### config.mk
export PLATFORM = sky130hd
export DESIGN_NAME = lmc_lock_regs
export DESIGN_NICKNAME = d
export VERILOG_FILES = /design/src/rtl/lmc_pkg.sv /design/src/rtl/lmc_lock_regs.sv /design/src/rtl/lmc_lol.sv /design/src/rtl/lmc_nvm.sv
export SDC_FILE = /design/constraint.sdc
export NUM_CORES = 2
export LEC_CHECK = 0
export ABC_AREA = 1
export BUFFER_PORTS_ARGS = -buffer_cell sky130_fd_sc_hd__buf_2
export CORE_UTILIZATION = 40
export DETAILED_ROUTE_END_ITERATION = 12
export PLACE_DENSITY = 0.64
export REMOVE_ABC_BUFFERS = 1
export SYNTH_ARGS = -nofsm -noshare
export SYNTH_HDL_FRONTEND = slang
export SYNTH_HIERARCHICAL = 1
export SYNTH_SLANG_ARGS = --single-unit
### constraint.sdc
create_clock -name i_core_clk -period 4.1 [get_ports i_core_clk]
set_clock_uncertainty 0.05 [all_clocks]
set_input_delay 0.41 -clock i_core_clk [delete_from_list [all_inputs] [get_ports i_core_clk]]
set_output_delay 0.41 -clock i_core_clk [all_outputs]
set_load 0.05 [all_outputs]
### src/rtl/lmc_pkg.sv
package lmc_pkg;
	// register indices; byte address on the bus is four times the index
	localparam logic [7:0] IX_FAST_EN = 8'h92;
	localparam logic [7:0] IX_FAST_WIN_AB = 8'h93;
	localparam logic [7:0] IX_FAST_WIN_CD = 8'h94;
	localparam logic [7:0] IX_FAST_VAL = 8'h95;
	localparam logic [7:0] IX_FAST_SET_AB = 8'h96;
	localparam logic [7:0] IX_FAST_SET_CD = 8'h97;
	localparam logic [7:0] IX_FAST_CLR_AB = 8'h98;
	localparam logic [7:0] IX_FAST_CLR_CD = 8'h99;
	localparam logic [7:0] IX_SLOW_EN = 8'h9A;
	localparam logic [7:0] IX_SLOW_WIN_AB = 8'h9B;
	localparam logic [7:0] IX_SLOW_WIN_CD = 8'h9C;
	localparam logic [7:0] IX_SLOW_VAL = 8'h9D;
	localparam logic [7:0] IX_SLOW_SET_AB = 8'h9E;
	localparam logic [7:0] IX_SLOW_SET_CD = 8'h9F;
	localparam logic [7:0] IX_SLOW_CLR_AB = 8'hA0;
	localparam logic [7:0] IX_SLOW_CLR_CD = 8'hA1;
	localparam logic [7:0] IX_DLY_EN = 8'hA2;
	// first byte of each 29-bit clear delay, PLL d..a
	localparam logic [3:0][7:0] IX_DLY = {8'hB3, 8'hAE, 8'hA9, 8'hA4};
	localparam logic [7:0] IX_INT_STS = 8'hC0;
	localparam logic [7:0] IX_INT_MSK = 8'hC1;
	localparam logic [7:0] IX_LOCK_STS = 8'hC2;
	localparam logic [7:0] IX_BANK_STS = 8'hE2;
	localparam logic [7:0] IX_BURN = 8'hE3;
	localparam logic [7:0] IX_RELOAD = 8'hE4;
	localparam logic [7:0] IX_EXT_EN = 8'hE5;
	localparam logic [7:0] IX_READY = 8'hFE;
	// field masks and codes
	localparam logic [7:0] MSK_NIB_LO = 8'h0F;
	localparam logic [7:0] MSK_NIB_HI = 8'hF0;
	localparam logic [7:0] MSK_DLY_TOP = 8'h1F;
	localparam logic [3:0] THR_MAX_CODE = 4'hA;
	localparam logic [7:0] BANK_NONE = 8'h03;
	localparam logic [7:0] BANK_ONE = 8'h0F;
	localparam logic [7:0] BANK_TWO = 8'h3F;
	localparam logic [1:0] NV_BANKS = 2'h2;
	localparam logic [7:0] BURN_KEY = 8'hC7;
	localparam logic [7:0] READY_CODE = 8'h0F;
	localparam logic [7:0] BUSY_CODE = 8'h00;
	// interrupt status bits: 3..0 lock loss rise per PLL
	localparam int unsigned INT_W = 7;
	// timing
	localparam int unsigned CLK_HZ = 40_000_000;
	localparam int unsigned BURN_TIME_US = 10;
	localparam int unsigned LOAD_TIME_US = 2;
	localparam int unsigned BURN_CYC =
		(BURN_TIME_US * CLK_HZ + 999_999) / 1_000_000;
	localparam int unsigned LOAD_CYC =
		(LOAD_TIME_US * CLK_HZ + 999_999) / 1_000_000;
	localparam int unsigned NV_TMR_W = 10;
	localparam int unsigned DLY_W = 29;

	typedef enum logic [1:0] {NV_IDLE, NV_BURN, NV_LOAD} lmc_nv_t;

	// volatile configuration image, also the burned bank contents
	typedef struct packed {
		logic [7:0] fast_en;
		logic [7:0] fast_win_ab;
		logic [7:0] fast_win_cd;
		logic [7:0] fast_val;
		logic [7:0] fast_set_ab;
		logic [7:0] fast_set_cd;
		logic [7:0] fast_clr_ab;
		logic [7:0] fast_clr_cd;
		logic [7:0] slow_en;
		logic [7:0] slow_win_ab;
		logic [7:0] slow_win_cd;
		logic [7:0] slow_val;
		logic [7:0] slow_set_ab;
		logic [7:0] slow_set_cd;
		logic [7:0] slow_clr_ab;
		logic [7:0] slow_clr_cd;
		logic [7:0] dly_en;
		logic [3:0][31:0] dly;
		logic [7:0] ext_en;
	} lmc_cfg_t;

	localparam int unsigned CFG_W = $bits(lmc_cfg_t);
endpackage

### src/rtl/lmc_lock_regs.sv
`timescale 1ns/1ps
// Behaviour
// per-PLL slow monitor enable, bits 0..3
// 4-bit slow set code, 0..10 valid
// 4-bit slow clear code, two per byte
// per-PLL enable of clear delay
// 29-bit clear delay per PLL, little-endian
// burned bank status 03, 0F, 3F
// host expects no burn after 3F
// writing C7 starts a bank burn
// reload bit copies bank to registers
// fast-lock extension enables in bits 4..7
// fast detector asserts lock loss quickly
// host waits for ready byte 0F
// delayed clear restarts on renewed loss
module lmc_lock_regs
	import lmc_pkg::*;
#(
	parameter int unsigned ADDR_W = 12,
	parameter int unsigned NUM_PLL = 4
) (
	// clock, reset, enable
	input wire logic i_core_clk,
	input wire logic i_nrst,
	input wire logic i_ce,
	// apb slave
	input wire logic i_psel,
	input wire logic i_penable,
	input wire logic i_pwrite,
	input wire logic [ADDR_W-1:0] i_paddr,
	input wire logic [31:0] i_pwdata,
	output logic o_pready,
	output logic [31:0] o_prdata,
	output logic o_pslverr,
	// detector pins, one bit per PLL
	input wire logic [NUM_PLL-1:0] i_fast_err,
	input wire logic [NUM_PLL-1:0] i_slow_loss,
	input wire logic [NUM_PLL-1:0] i_slow_ok,
	// lock loss indication and interrupt
	output logic [NUM_PLL-1:0] o_lock_loss,
	output logic o_irq,
	// fast detector settings, nibble or pair per PLL
	output logic [15:0] o_fast_win_sel,
	output logic [7:0] o_fast_val_sel,
	output logic [15:0] o_fast_set_thr,
	output logic [15:0] o_fast_clr_thr,
	// slow detector settings
	output logic [15:0] o_slow_win_sel,
	output logic [7:0] o_slow_val_sel,
	output logic [15:0] o_slow_set_thr,
	output logic [15:0] o_slow_clr_thr,
	// fast-lock extension enables
	output logic [NUM_PLL-1:0] o_ext_en
);
	typedef struct packed {
		lmc_cfg_t cfg;
		logic [7:0] burn_cmd;
		logic [INT_W-1:0] sts;
		logic [INT_W-1:0] msk;
		logic [INT_W-1:0] snap;
		logic have;
		logic err;
		logic [31:0] rdata;
		logic irq;
		logic burn_go;
		logic load_go;
	} lmc_reg_st_t;
	lmc_reg_st_t s, n;

	// bus decode
	logic [7:0] idx;
	logic ok_addr;
	logic [7:0] rd_b;
	logic rd_hit;
	logic [7:0] wb;
	logic [INT_W-1:0] clr;
	logic [INT_W-1:0] ev;
	// per-PLL monitor signals
	logic [NUM_PLL-1:0] lol;
	logic [NUM_PLL-1:0] lol_rise;
	logic [NUM_PLL-1:0] code_bad;
	logic [15:0] slow_set;
	logic [15:0] slow_clr;
	// bank controller
	logic [CFG_W-1:0] nv_image;
	logic [7:0] nv_bank_sts;
	logic nv_busy;
	logic nv_burn_done;
	logic nv_load_done;
	logic nv_refused;

	// registers are one byte per word; upper address bits must be zero
	assign idx = i_paddr[9:2];
	assign ok_addr = (i_paddr[1:0] == 2'h0) &&
		(i_paddr[ADDR_W-1:10] == '0);
	assign wb = i_pwdata[7:0];

	// read mux; delay words are a loop over PLL and byte
	always_comb begin
		rd_b = 8'h00;
		rd_hit = 1'b1;
		if (idx == IX_FAST_EN) begin
			rd_b = s.cfg.fast_en;
		end else if (idx == IX_FAST_WIN_AB) begin
			rd_b = s.cfg.fast_win_ab;
		end else if (idx == IX_FAST_WIN_CD) begin
			rd_b = s.cfg.fast_win_cd;
		end else if (idx == IX_FAST_VAL) begin
			rd_b = s.cfg.fast_val;
		end else if (idx == IX_FAST_SET_AB) begin
			rd_b = s.cfg.fast_set_ab;
		end else if (idx == IX_FAST_SET_CD) begin
			rd_b = s.cfg.fast_set_cd;
		end else if (idx == IX_FAST_CLR_AB) begin
			rd_b = s.cfg.fast_clr_ab;
		end else if (idx == IX_FAST_CLR_CD) begin
			rd_b = s.cfg.fast_clr_cd;
		end else if (idx == IX_SLOW_EN) begin
			rd_b = s.cfg.slow_en;
		end else if (idx == IX_SLOW_WIN_AB) begin
			rd_b = s.cfg.slow_win_ab;
		end else if (idx == IX_SLOW_WIN_CD) begin
			rd_b = s.cfg.slow_win_cd;
		end else if (idx == IX_SLOW_VAL) begin
			rd_b = s.cfg.slow_val;
		end else if (idx == IX_SLOW_SET_AB) begin
			rd_b = s.cfg.slow_set_ab;
		end else if (idx == IX_SLOW_SET_CD) begin
			rd_b = s.cfg.slow_set_cd;
		end else if (idx == IX_SLOW_CLR_AB) begin
			rd_b = s.cfg.slow_clr_ab;
		end else if (idx == IX_SLOW_CLR_CD) begin
			rd_b = s.cfg.slow_clr_cd;
		end else if (idx == IX_DLY_EN) begin
			rd_b = s.cfg.dly_en;
		end else if (idx == IX_INT_STS) begin
			rd_b = 8'(s.sts);
		end else if (idx == IX_INT_MSK) begin
			rd_b = 8'(s.msk);
		end else if (idx == IX_LOCK_STS) begin
			rd_b = {code_bad, lol};
		end else if (idx == IX_BANK_STS) begin
			rd_b = nv_bank_sts;
		end else if (idx == IX_BURN) begin
			rd_b = s.burn_cmd;
		end else if (idx == IX_RELOAD) begin
			rd_b = 8'h00;
		end else if (idx == IX_EXT_EN) begin
			rd_b = s.cfg.ext_en;
		end else if (idx == IX_READY) begin
			// not ready while a burn or reload is running
			rd_b = nv_busy ? BUSY_CODE : READY_CODE;
		end else begin
			rd_hit = 1'b0;
			for (int p = 0; p < 4; p++) begin
				for (int k = 0; k < 4; k++) begin
					if (idx == 8'(IX_DLY[p] + 8'(k))) begin
						rd_hit = 1'b1;
						rd_b = s.cfg.dly[p][8*k+:8];
					end
				end
			end
		end
		if (!ok_addr) begin
			rd_hit = 1'b0;
		end
	end

	// events: lock loss rises, burn done, reload done, burn refused
	assign ev = {nv_refused, nv_load_done, nv_burn_done, lol_rise};

	// apb: read data is captured in the setup cycle, write and
	// read side effects happen at the completing access edge
	always_comb begin
		n = s;
		n.burn_go = 1'b0;
		n.load_go = 1'b0;
		clr = '0;
		if (i_psel && !s.have) begin
			n.have = 1'b1;
			n.rdata = {24'h000000, rd_b};
			n.err = ~rd_hit;
			n.snap = (idx == IX_INT_STS && !i_pwrite) ? s.sts : '0;
		end else if (i_psel && i_penable && s.have) begin
			n.have = 1'b0;
			if (!s.err && !i_pwrite) begin
				// only bits seen by the read are cleared
				clr = s.snap;
			end else if (!s.err) begin
				if (idx == IX_FAST_EN) begin
					n.cfg.fast_en = wb & MSK_NIB_LO;
				end else if (idx == IX_FAST_WIN_AB) begin
					n.cfg.fast_win_ab = wb;
				end else if (idx == IX_FAST_WIN_CD) begin
					n.cfg.fast_win_cd = wb;
				end else if (idx == IX_FAST_VAL) begin
					n.cfg.fast_val = wb;
				end else if (idx == IX_FAST_SET_AB) begin
					n.cfg.fast_set_ab = wb;
				end else if (idx == IX_FAST_SET_CD) begin
					n.cfg.fast_set_cd = wb;
				end else if (idx == IX_FAST_CLR_AB) begin
					n.cfg.fast_clr_ab = wb;
				end else if (idx == IX_FAST_CLR_CD) begin
					n.cfg.fast_clr_cd = wb;
				end else if (idx == IX_SLOW_EN) begin
					n.cfg.slow_en = wb & MSK_NIB_LO;
				end else if (idx == IX_SLOW_WIN_AB) begin
					n.cfg.slow_win_ab = wb;
				end else if (idx == IX_SLOW_WIN_CD) begin
					n.cfg.slow_win_cd = wb;
				end else if (idx == IX_SLOW_VAL) begin
					n.cfg.slow_val = wb;
				end else if (idx == IX_SLOW_SET_AB) begin
					n.cfg.slow_set_ab = wb;
				end else if (idx == IX_SLOW_SET_CD) begin
					n.cfg.slow_set_cd = wb;
				end else if (idx == IX_SLOW_CLR_AB) begin
					n.cfg.slow_clr_ab = wb;
				end else if (idx == IX_SLOW_CLR_CD) begin
					n.cfg.slow_clr_cd = wb;
				end else if (idx == IX_DLY_EN) begin
					n.cfg.dly_en = wb & MSK_NIB_LO;
				end else if (idx == IX_INT_MSK) begin
					n.msk = wb[INT_W-1:0];
				end else if (idx == IX_BURN) begin
					n.burn_cmd = wb;
					n.burn_go = (wb == BURN_KEY);
				end else if (idx == IX_RELOAD) begin
					n.load_go = wb[0];
				end else if (idx == IX_EXT_EN) begin
					n.cfg.ext_en = wb & MSK_NIB_HI;
				end else begin
					// top delay byte keeps bits 28..24 only
					for (int p = 0; p < 4; p++) begin
						for (int k = 0; k < 4; k++) begin
							if (idx == 8'(IX_DLY[p] + 8'(k))) begin
								n.cfg.dly[p][8*k+:8] =
									(k == 3) ? (wb & MSK_DLY_TOP) : wb;
							end
						end
					end
				end
			end
		end
		// a new event outweighs a clear in the same cycle
		n.sts = (s.sts & ~clr) | ev;
		if (nv_load_done) begin
			n.cfg = lmc_cfg_t'(nv_image);
		end
		n.irq = |(n.sts & n.msk);
	end

	always_ff @(posedge i_core_clk or negedge i_nrst) begin
		if (!i_nrst) begin
			s <= '0;
		end else if (i_ce) begin
			s <= n;
		end
	end

	// a frozen clock enable also holds off the bus
	assign o_pready = i_ce & s.have & i_penable;
	assign o_prdata = s.rdata;
	assign o_pslverr = o_pready & s.err;
	assign o_irq = s.irq;

	// threshold nibbles, PLL a in the low nibble
	assign slow_set = {s.cfg.slow_set_cd, s.cfg.slow_set_ab};
	assign slow_clr = {s.cfg.slow_clr_cd, s.cfg.slow_clr_ab};

	// one lock monitor per PLL
	for (genvar g = 0; g < NUM_PLL; g++) begin : g_pll
		assign code_bad[g] = (slow_set[4*g+:4] > THR_MAX_CODE) |
			(slow_clr[4*g+:4] > THR_MAX_CODE);
		lmc_lol u_lol (
			.i_core_clk(i_core_clk),
			.i_nrst(i_nrst),
			.i_ce(i_ce),
			.i_fast_en(s.cfg.fast_en[g]),
			.i_slow_en(s.cfg.slow_en[g]),
			.i_code_ok(~code_bad[g]),
			.i_dly_en(s.cfg.dly_en[g]),
			.i_dly(s.cfg.dly[g][DLY_W-1:0]),
			.i_fast_err(i_fast_err[g]),
			.i_slow_loss(i_slow_loss[g]),
			.i_slow_ok(i_slow_ok[g]),
			.o_lock_loss(lol[g]),
			.o_rise(lol_rise[g])
		);
	end

	// bank burn and reload
	lmc_nvm #(
		.W(CFG_W)
	) u_nvm (
		.i_core_clk(i_core_clk),
		.i_nrst(i_nrst),
		.i_ce(i_ce),
		.i_burn(s.burn_go),
		.i_load(s.load_go),
		.i_image(s.cfg),
		.o_image(nv_image),
		.o_bank_sts(nv_bank_sts),
		.o_busy(nv_busy),
		.o_burn_done(nv_burn_done),
		.o_load_done(nv_load_done),
		.o_refused(nv_refused)
	);

	// lock loss and configuration straight from registers
	assign o_lock_loss = lol;
	assign o_fast_win_sel = {s.cfg.fast_win_cd, s.cfg.fast_win_ab};
	assign o_fast_val_sel = s.cfg.fast_val;
	assign o_fast_set_thr = {s.cfg.fast_set_cd, s.cfg.fast_set_ab};
	assign o_fast_clr_thr = {s.cfg.fast_clr_cd, s.cfg.fast_clr_ab};
	assign o_slow_win_sel = {s.cfg.slow_win_cd, s.cfg.slow_win_ab};
	assign o_slow_val_sel = s.cfg.slow_val;
	assign o_slow_set_thr = slow_set;
	assign o_slow_clr_thr = slow_clr;
	assign o_ext_en = s.cfg.ext_en[7:4];
endmodule

### src/rtl/lmc_lol.sv
`timescale 1ns/1ps
module lmc_lol
	import lmc_pkg::*;
(
	// clock, reset, enable
	input wire logic i_core_clk,
	input wire logic i_nrst,
	input wire logic i_ce,
	// configuration
	input wire logic i_fast_en,
	input wire logic i_slow_en,
	input wire logic i_code_ok,
	input wire logic i_dly_en,
	input wire logic [DLY_W-1:0] i_dly,
	// detector pins
	input wire logic i_fast_err,
	input wire logic i_slow_loss,
	input wire logic i_slow_ok,
	// indication
	output logic o_lock_loss,
	output logic o_rise
);
	typedef struct packed {
		logic [2:0] fe;
		logic [2:0] sl;
		logic [2:0] so;
		logic fe_f;
		logic sl_f;
		logic so_f;
		logic lol;
		logic rise;
		logic [DLY_W-1:0] cnt;
	} lmc_lol_st_t;
	lmc_lol_st_t s, n;
	logic slow_on;
	logic loss;
	logic clr_ok;

	// pins pass three flops; a change counts when stages two and three agree
	always_comb begin
		n = s;
		n.rise = 1'b0;
		n.fe = {s.fe[1:0], i_fast_err};
		n.sl = {s.sl[1:0], i_slow_loss};
		n.so = {s.so[1:0], i_slow_ok};
		if (s.fe[1] == s.fe[2]) n.fe_f = s.fe[2];
		if (s.sl[1] == s.sl[2]) n.sl_f = s.sl[2];
		if (s.so[1] == s.so[2]) n.so_f = s.so[2];
		// reserved threshold codes keep the slow monitor off
		slow_on = i_slow_en & i_code_ok;
		loss = (i_fast_en & s.fe_f) | (slow_on & s.sl_f);
		clr_ok = slow_on ? s.so_f : 1'b1;
		if (!(i_fast_en | slow_on)) begin
			n.lol = 1'b0;
			n.cnt = '0;
		end else if (loss) begin
			n.lol = 1'b1;
			n.rise = ~s.lol;
			n.cnt = '0;
		end else if (s.lol && clr_ok) begin
			if (!i_dly_en) begin
				n.lol = 1'b0;
			end else if (s.cnt >= i_dly) begin
				n.lol = 1'b0;
				n.cnt = '0;
			end else begin
				n.cnt = s.cnt + 1'b1;
			end
		end else begin
			n.cnt = '0;
		end
	end

	always_ff @(posedge i_core_clk or negedge i_nrst) begin
		if (!i_nrst) begin
			s <= '0;
		end else if (i_ce) begin
			s <= n;
		end
	end

	assign o_lock_loss = s.lol;
	assign o_rise = s.rise;
endmodule

### src/rtl/lmc_nvm.sv
`timescale 1ns/1ps
module lmc_nvm
	import lmc_pkg::*;
#(
	parameter int unsigned W = 8
) (
	// clock, reset, enable
	input wire logic i_core_clk,
	input wire logic i_nrst,
	input wire logic i_ce,
	// commands
	input wire logic i_burn,
	input wire logic i_load,
	input wire logic [W-1:0] i_image,
	// results
	output logic [W-1:0] o_image,
	output logic [7:0] o_bank_sts,
	output logic o_busy,
	output logic o_burn_done,
	output logic o_load_done,
	output logic o_refused
);
	typedef struct packed {
		lmc_nv_t st;
		logic [1:0] used;
		logic [NV_TMR_W-1:0] tmr;
		logic [1:0][W-1:0] bank;
		logic [W-1:0] img;
		logic bdone;
		logic ldone;
		logic refd;
	} lmc_nvs_t;
	lmc_nvs_t s, n;

	// commands arriving while busy are dropped
	always_comb begin
		n = s;
		n.bdone = 1'b0;
		n.ldone = 1'b0;
		n.refd = 1'b0;
		case (s.st)
		NV_IDLE: begin
			if (i_burn) begin
				if (s.used == NV_BANKS) begin
					n.refd = 1'b1;
				end else begin
					// image frozen at start so later writes cannot tear it
					n.st = NV_BURN;
					n.img = i_image;
					n.tmr = NV_TMR_W'(BURN_CYC - 1);
				end
			end else if (i_load) begin
				n.st = NV_LOAD;
				n.tmr = NV_TMR_W'(LOAD_CYC - 1);
			end
		end
		NV_BURN: begin
			if (s.tmr == '0) begin
				n.bank[s.used[0]] = s.img;
				n.used = s.used + 2'h1;
				n.bdone = 1'b1;
				n.st = NV_IDLE;
			end else begin
				n.tmr = s.tmr - 1'b1;
			end
		end
		default: begin
			if (s.tmr == '0) begin
				// latest burned bank, or reset image if none
				n.img = (s.used == 2'h0) ? '0 : s.bank[s.used[1]];
				n.ldone = 1'b1;
				n.st = NV_IDLE;
			end else begin
				n.tmr = s.tmr - 1'b1;
			end
		end
		endcase
	end

	always_ff @(posedge i_core_clk or negedge i_nrst) begin
		if (!i_nrst) begin
			s <= '0;
		end else if (i_ce) begin
			s <= n;
		end
	end

	// burned bank count as thermometer code
	assign o_bank_sts = (s.used == 2'h0) ? BANK_NONE :
		(s.used == 2'h1) ? BANK_ONE : BANK_TWO;
	assign o_image = s.img;
	assign o_busy = (s.st != NV_IDLE);
	assign o_burn_done = s.bdone;
	assign o_load_done = s.ldone;
	assign o_refused = s.refd;
endmodule

# [Word-level counts from Yosys, hierarchy flattened]
# Cells that the tools add are included.
[word_totals] ff_bits=1319 input_bits=62 output_inout_bits=155
[classes] add_sub_neg=6 magnitude_cmp=15 eq_ne=99 mux=279 n_bitwise=62 n_reduce_logical=120
[ops] op="272-bit 2-to-1 mux" count=9
[ops] op="280-bit 2-to-1 mux" count=4
[ops] op="8-bit 2-to-1 mux" count=77
[ops] op="29-bit 2-to-1 mux" count=20
[ops] op="544-bit bitwise mux" count=1
[ops] op="272-bit case mux with 2 select lines" count=1
[ops] op="27-bit AND reduction" count=16
[ops] op="8-bit equality test (second input constant)" count=42
[ops] op="144-bit 2-to-1 mux" count=2
[ops] op="272-bit demux with 1-bit select" count=1
[ops] op="136-bit 2-to-1 mux" count=2
[ops] op="264-bit 2-to-1 mux" count=1
[ops] op="256-bit 2-to-1 mux" count=1
[ops] op="248-bit 2-to-1 mux" count=1
[ops] op="240-bit 2-to-1 mux" count=1
[ops] op="232-bit 2-to-1 mux" count=1
[ops] op="224-bit 2-to-1 mux" count=1
[ops] op="216-bit 2-to-1 mux" count=1
[ops] op="208-bit 2-to-1 mux" count=1
[ops] op="200-bit 2-to-1 mux" count=1
[ops] op="192-bit 2-to-1 mux" count=1
[ops] op="184-bit 2-to-1 mux" count=1
[ops] op="7-bit 2-to-1 mux" count=26
[ops] op="176-bit 2-to-1 mux" count=1
[ops] op="other kinds (61)" count=368

# [Logic depth before layout (Yosys ltp)]
[depth] word_depth=44 mapped_depth=31

# [Modules after synthesis]
# The synthesis kept the hierarchy.
[by_module_without_submodules] module="lmc_nvm" instances=1 cells_per_inst=4877 area_each_um2=39910.8 seq_area_each_um2=20845.0
[by_module_without_submodules] module="lmc_lock_regs" instances=1 cells_per_inst=2451 area_each_um2=18674.2 seq_area_each_um2=7857.5
[by_module_without_submodules] module="lmc_lol (g_pll[1].u_lol ...)" instances=3 cells_per_inst=463 area_each_um2=3220.6 seq_area_each_um2=1076.0
[by_module_without_submodules] module="lmc_lol (g_pll[0].u_lol)" instances=1 cells_per_inst=462 area_each_um2=3234.4 seq_area_each_um2=1076.0

# [Worst setup path before layout]
# Ideal clock, no wire load.
[synth_path] kind="input port to output port" from="in i_ce" to="out o_pslverr" t_arrival_ps=2616 slack_ps=1024 path_stages=4 n_path_buf=2 cell_sequence="clkbuf_1 > clkinv_1 > clkbuf_1 > nor4_1"
[synth_via] elab_chain_len=3
[synth_lines] item="start, declared" line="lmc_lock_regs.sv:25" text="input wire logic i_ce,"
[synth_lines] item="1-bit AND (2 in series)" line="lmc_lock_regs.sv:263" text="assign o_pready = i_ce & s.have & i_penable;"
[synth_lines] item="1-bit AND" line="lmc_lock_regs.sv:265" text="assign o_pslverr = o_pready & s.err;"
[synth_lines] item="end, declared" line="lmc_lock_regs.sv:34" text="output logic o_pslverr,"
# Every way passes these cells.

==> metrics.yaml <==
p_per_area_mw_per_mm2: 467
syn_to_final_growth_pct: 7.05
rows: 154
cp_cell_sequence: "nor2_1, inv_1, nor2_1, clkinv_1, nor2_1, a32oi_1, dlygate4sd3_1"
clk-insertion-delay-late_ns: 0.83
synth_compound_area_share_pct: 12.2
p_seq_share_pct: 45.2
dp_hpwl_um: 157000
synth_cell_types: 65
synth_area_leaders: "dfrtp_1 46%, nand2_1 17%, nand3_1 5.3%, buf_4 4.6%, a22oi_1 3.5%"
reg2reg_setup_slack_ns: 0.32
synth_area_leader_cell: "dfrtp_1"
ir_drop_uv: 424
muxShareOfSynthArea_pct: 0.128
crit_cells: 7
whs_path_depth: 3
wl_um: 243000
max_stage_delay_ns: 0.93
fin_crit_ns: 3.78
path_max_fanout: 18
gp_congestion: 0.929
firstDrtPassIters: 8
htreeDepth: 4
synth_ff_type: "dfrtp_1"
die_w_um: 425
port_buffers: 168
power.share.combinational_pct: 16.9
power_leakage_nw: 38.8
critPathTopFamily: "buffers and inverters"
postCtsSetupBuffers: 0
synth_simple_gate_area_share_pct: 27.2
tns_ns: 0
worstHoldStart: "i_pwdata[0]"
antenna_found_initial: 9
yosysSeqAreaShare_pct: 46.2
hold_viol: 0
finalSetupViolCount: 0
netlist_instances: 9179
postCtsHoldBufs: 19
reg2reg_to: "s[35]"
path_clk_slew_ns: 0.06
synth_warnings: 6
min_path_type: "primary input to flop"
internal_power_mw: 23.7
drc_errors: 0
crit_path_start_kind: "flop"
cts_tree: "yes"
clock-root-buffer: "clkbuf_16"
final_nets: 8997
ys_ff_latch: 1319
cp_data_required_time_ns: 4.75
grtUsageTotal_pct: 26.6
die_area_mm2: 0.180
cts.repair.resized: 0
end_kind: "flop"
r2r_cells: 7
p_clk_share_pct: 37.9
slowest_stage: "clkinv_1"
synth_top_area_share_pct: 46.2
final_common_cell: "nand2_1"
cts_sinks: 1319
core-area_mm2: 0.177
critPathBufInv: 3
layout_common_cells: "3251 x nand2_1, 1316 x dfrtp_1, 751 x nand3_1"
clockBufferDepth: 3
holdWs_ns: 0.0555
crit_top_cell: "nor2_1"
syn_area_per_cell_um2: 7.79
fin_crit_sh_pct: 92.3
finalMaxSlewViolations: 0
critical_path_class: "flop to flop"
overflow: 0
maxCapViolations: 0
fmax_mhz: 264
final_layout_size_suffix_gt1_share_pct: 8.66
via_count: 62900
switching_share_pct: 33.6
drtIter0Drc: 7510
min_to: "s[44]"
synth_top_family_by_area: "simple AND/OR/NAND/NOR gates"
syn-cell-area_mm2: 0.0715
synth_edf_count: 0
vias_per_cell: 5.58
numCtsBuffers: 150
synth-adder-area-share_pct: 2.19
io_pins: 217
outcome: "completed"
maxSlewHeadroom_pct: 22.3
tightest_slew_ns: 1.17
grt_start_max_net_pins: 164
synth_xor_area_share_pct: 0.441
rsz0062_at_grt: "no"
r2r-start: "s[36]"
grt_pass1_wl_um: 372000
ys_async_sr_fraction_pct: 100
grt_pass1_vias: 59800
die_h_um: 425
wire_per_inst_um: 21.6
p_switching_mw: 12.0
arrival_ns: 4.43
floorplan.initialDensity_pct: 40.4
ant_nets: 0
kinds of logic (layout without fill, tap and decap cells):
group                    after synthesis  count (layout)
AND/OR/NAND/NOR                     4710            4710
buffers and inverters               1563            1283
AO/OA/AOI/OAI                       1414            1414
flip-flops                          1319            1319
adder cells (fa/ha/maj)              125             125
XOR/XNOR                              36              36
multiplexers                           9               9
other                                  3              32
layer usage:
metal  wire length [um]  up-vias  GRT usage (%)
li1                   -    28700              -
met1              97400    30400           34.8
met2             111000     3085           42.0
met3              20200      619           4.38
met4              14000        4           14.6
met5                 22        -              0
power groups by stage:
stage / sequential, mW / clock, mW / combinational, mW
global route: 16.3 / 14.3 / 6.55
finish: 16.2 / 13.6 / 6.03
global placement: 16.3 / 0 / 5.82
floorplan: 16.1 / 0 / 3.21
detailed placement: 16.3 / 0 / 5.94
CTS: 16.1 / 13.8 / 5.98
flip-flops by register name, indices dropped and copies added (netlist names), 24 cells and up:
register,cells
u_nvm/s,558
u_nvm/o_image,272
s,189
g_pll.u_lol/s,140
g_pll.u_lol/n,24
layout make-up:
| cell class | count | area [um^2] |
|---|---|---|
| diodes | 4 | 10.0 |
| clock buffers | 221 | 4370 |
| clock inverters | 45 | 566 |
| fillers | 17500 | 100000 |
| inverters | 671 | 2560 |
| multi-input cells | 6322 | 30300 |
| flip-flops and latches | 1319 | 33000 |
| well taps | 2340 | 2930 |
| repair buffers | 346 | 2770 |
worst min-delay path: stages:
cell     delay, ns
buf_2         0.17
o21ai_0       0.23
o21ai_0       0.08
through the flow:
stage / util (%) / power [mW] / worst slack, ns / instances / instance area (um^2)
6_report: 43.3 / 35.8 / 0.317 / 11300 / 76500
5_1_grt: 43.3 / 37.1 / 0.354 / 11300 / 76500
2_1_floorplan: - / 19.3 / -17.08 / 8312 / 65800
4_1_cts: 43.3 / 35.9 / 0.516 / 11300 / 76500
3_3_place_gp: 40.4 / 22.1 / 0.0116 / 11000 / 71400
3_5_place_dp: 40.4 / 22.3 / 0.0311 / 11000 / 71400
Yosys cell counts (all sizes together), types with 2 or more instances:
cell type and instances:
o21bai 3, a21boi 5, a2bb2oi 67, nor4 18, o211ai 12, xnor2 9, dfrtp 1319, buf 640
nand3 757, nor2 489, o21a 15, nor3 69, nand3b 2, nand4 75, a211oi 6, o21ai 517
a22oi 334, ha 125, inv 659, nand2 3280, xor2 27, o22ai 17, or2 16, a21oi 362
clkinv 12, o31ai 7, conb 3, and3 3, mux2i 8, a21o 10, a221oi 27, clkbuf 252
a32oi 7, a31oi 19, a32o 3
how the worst max path moves through the flow:
stage	slack (ns)	endpoint	start
4_1_cts	0.52	s[35]	s[36]
5_1_grt	0.35	s[35]	s[36]
2_1_floorplan	-17.08	u_nvm/o_image[100]	u_nvm/s[829]
3_3_place_gp	0.01	o_prdata[0]	i_paddr[9]
6_report	0.32	s[35]	s[36]
3_5_place_dp	0.03	o_prdata[0]	i_paddr[9]
Power figures use the tool's default switching activity.
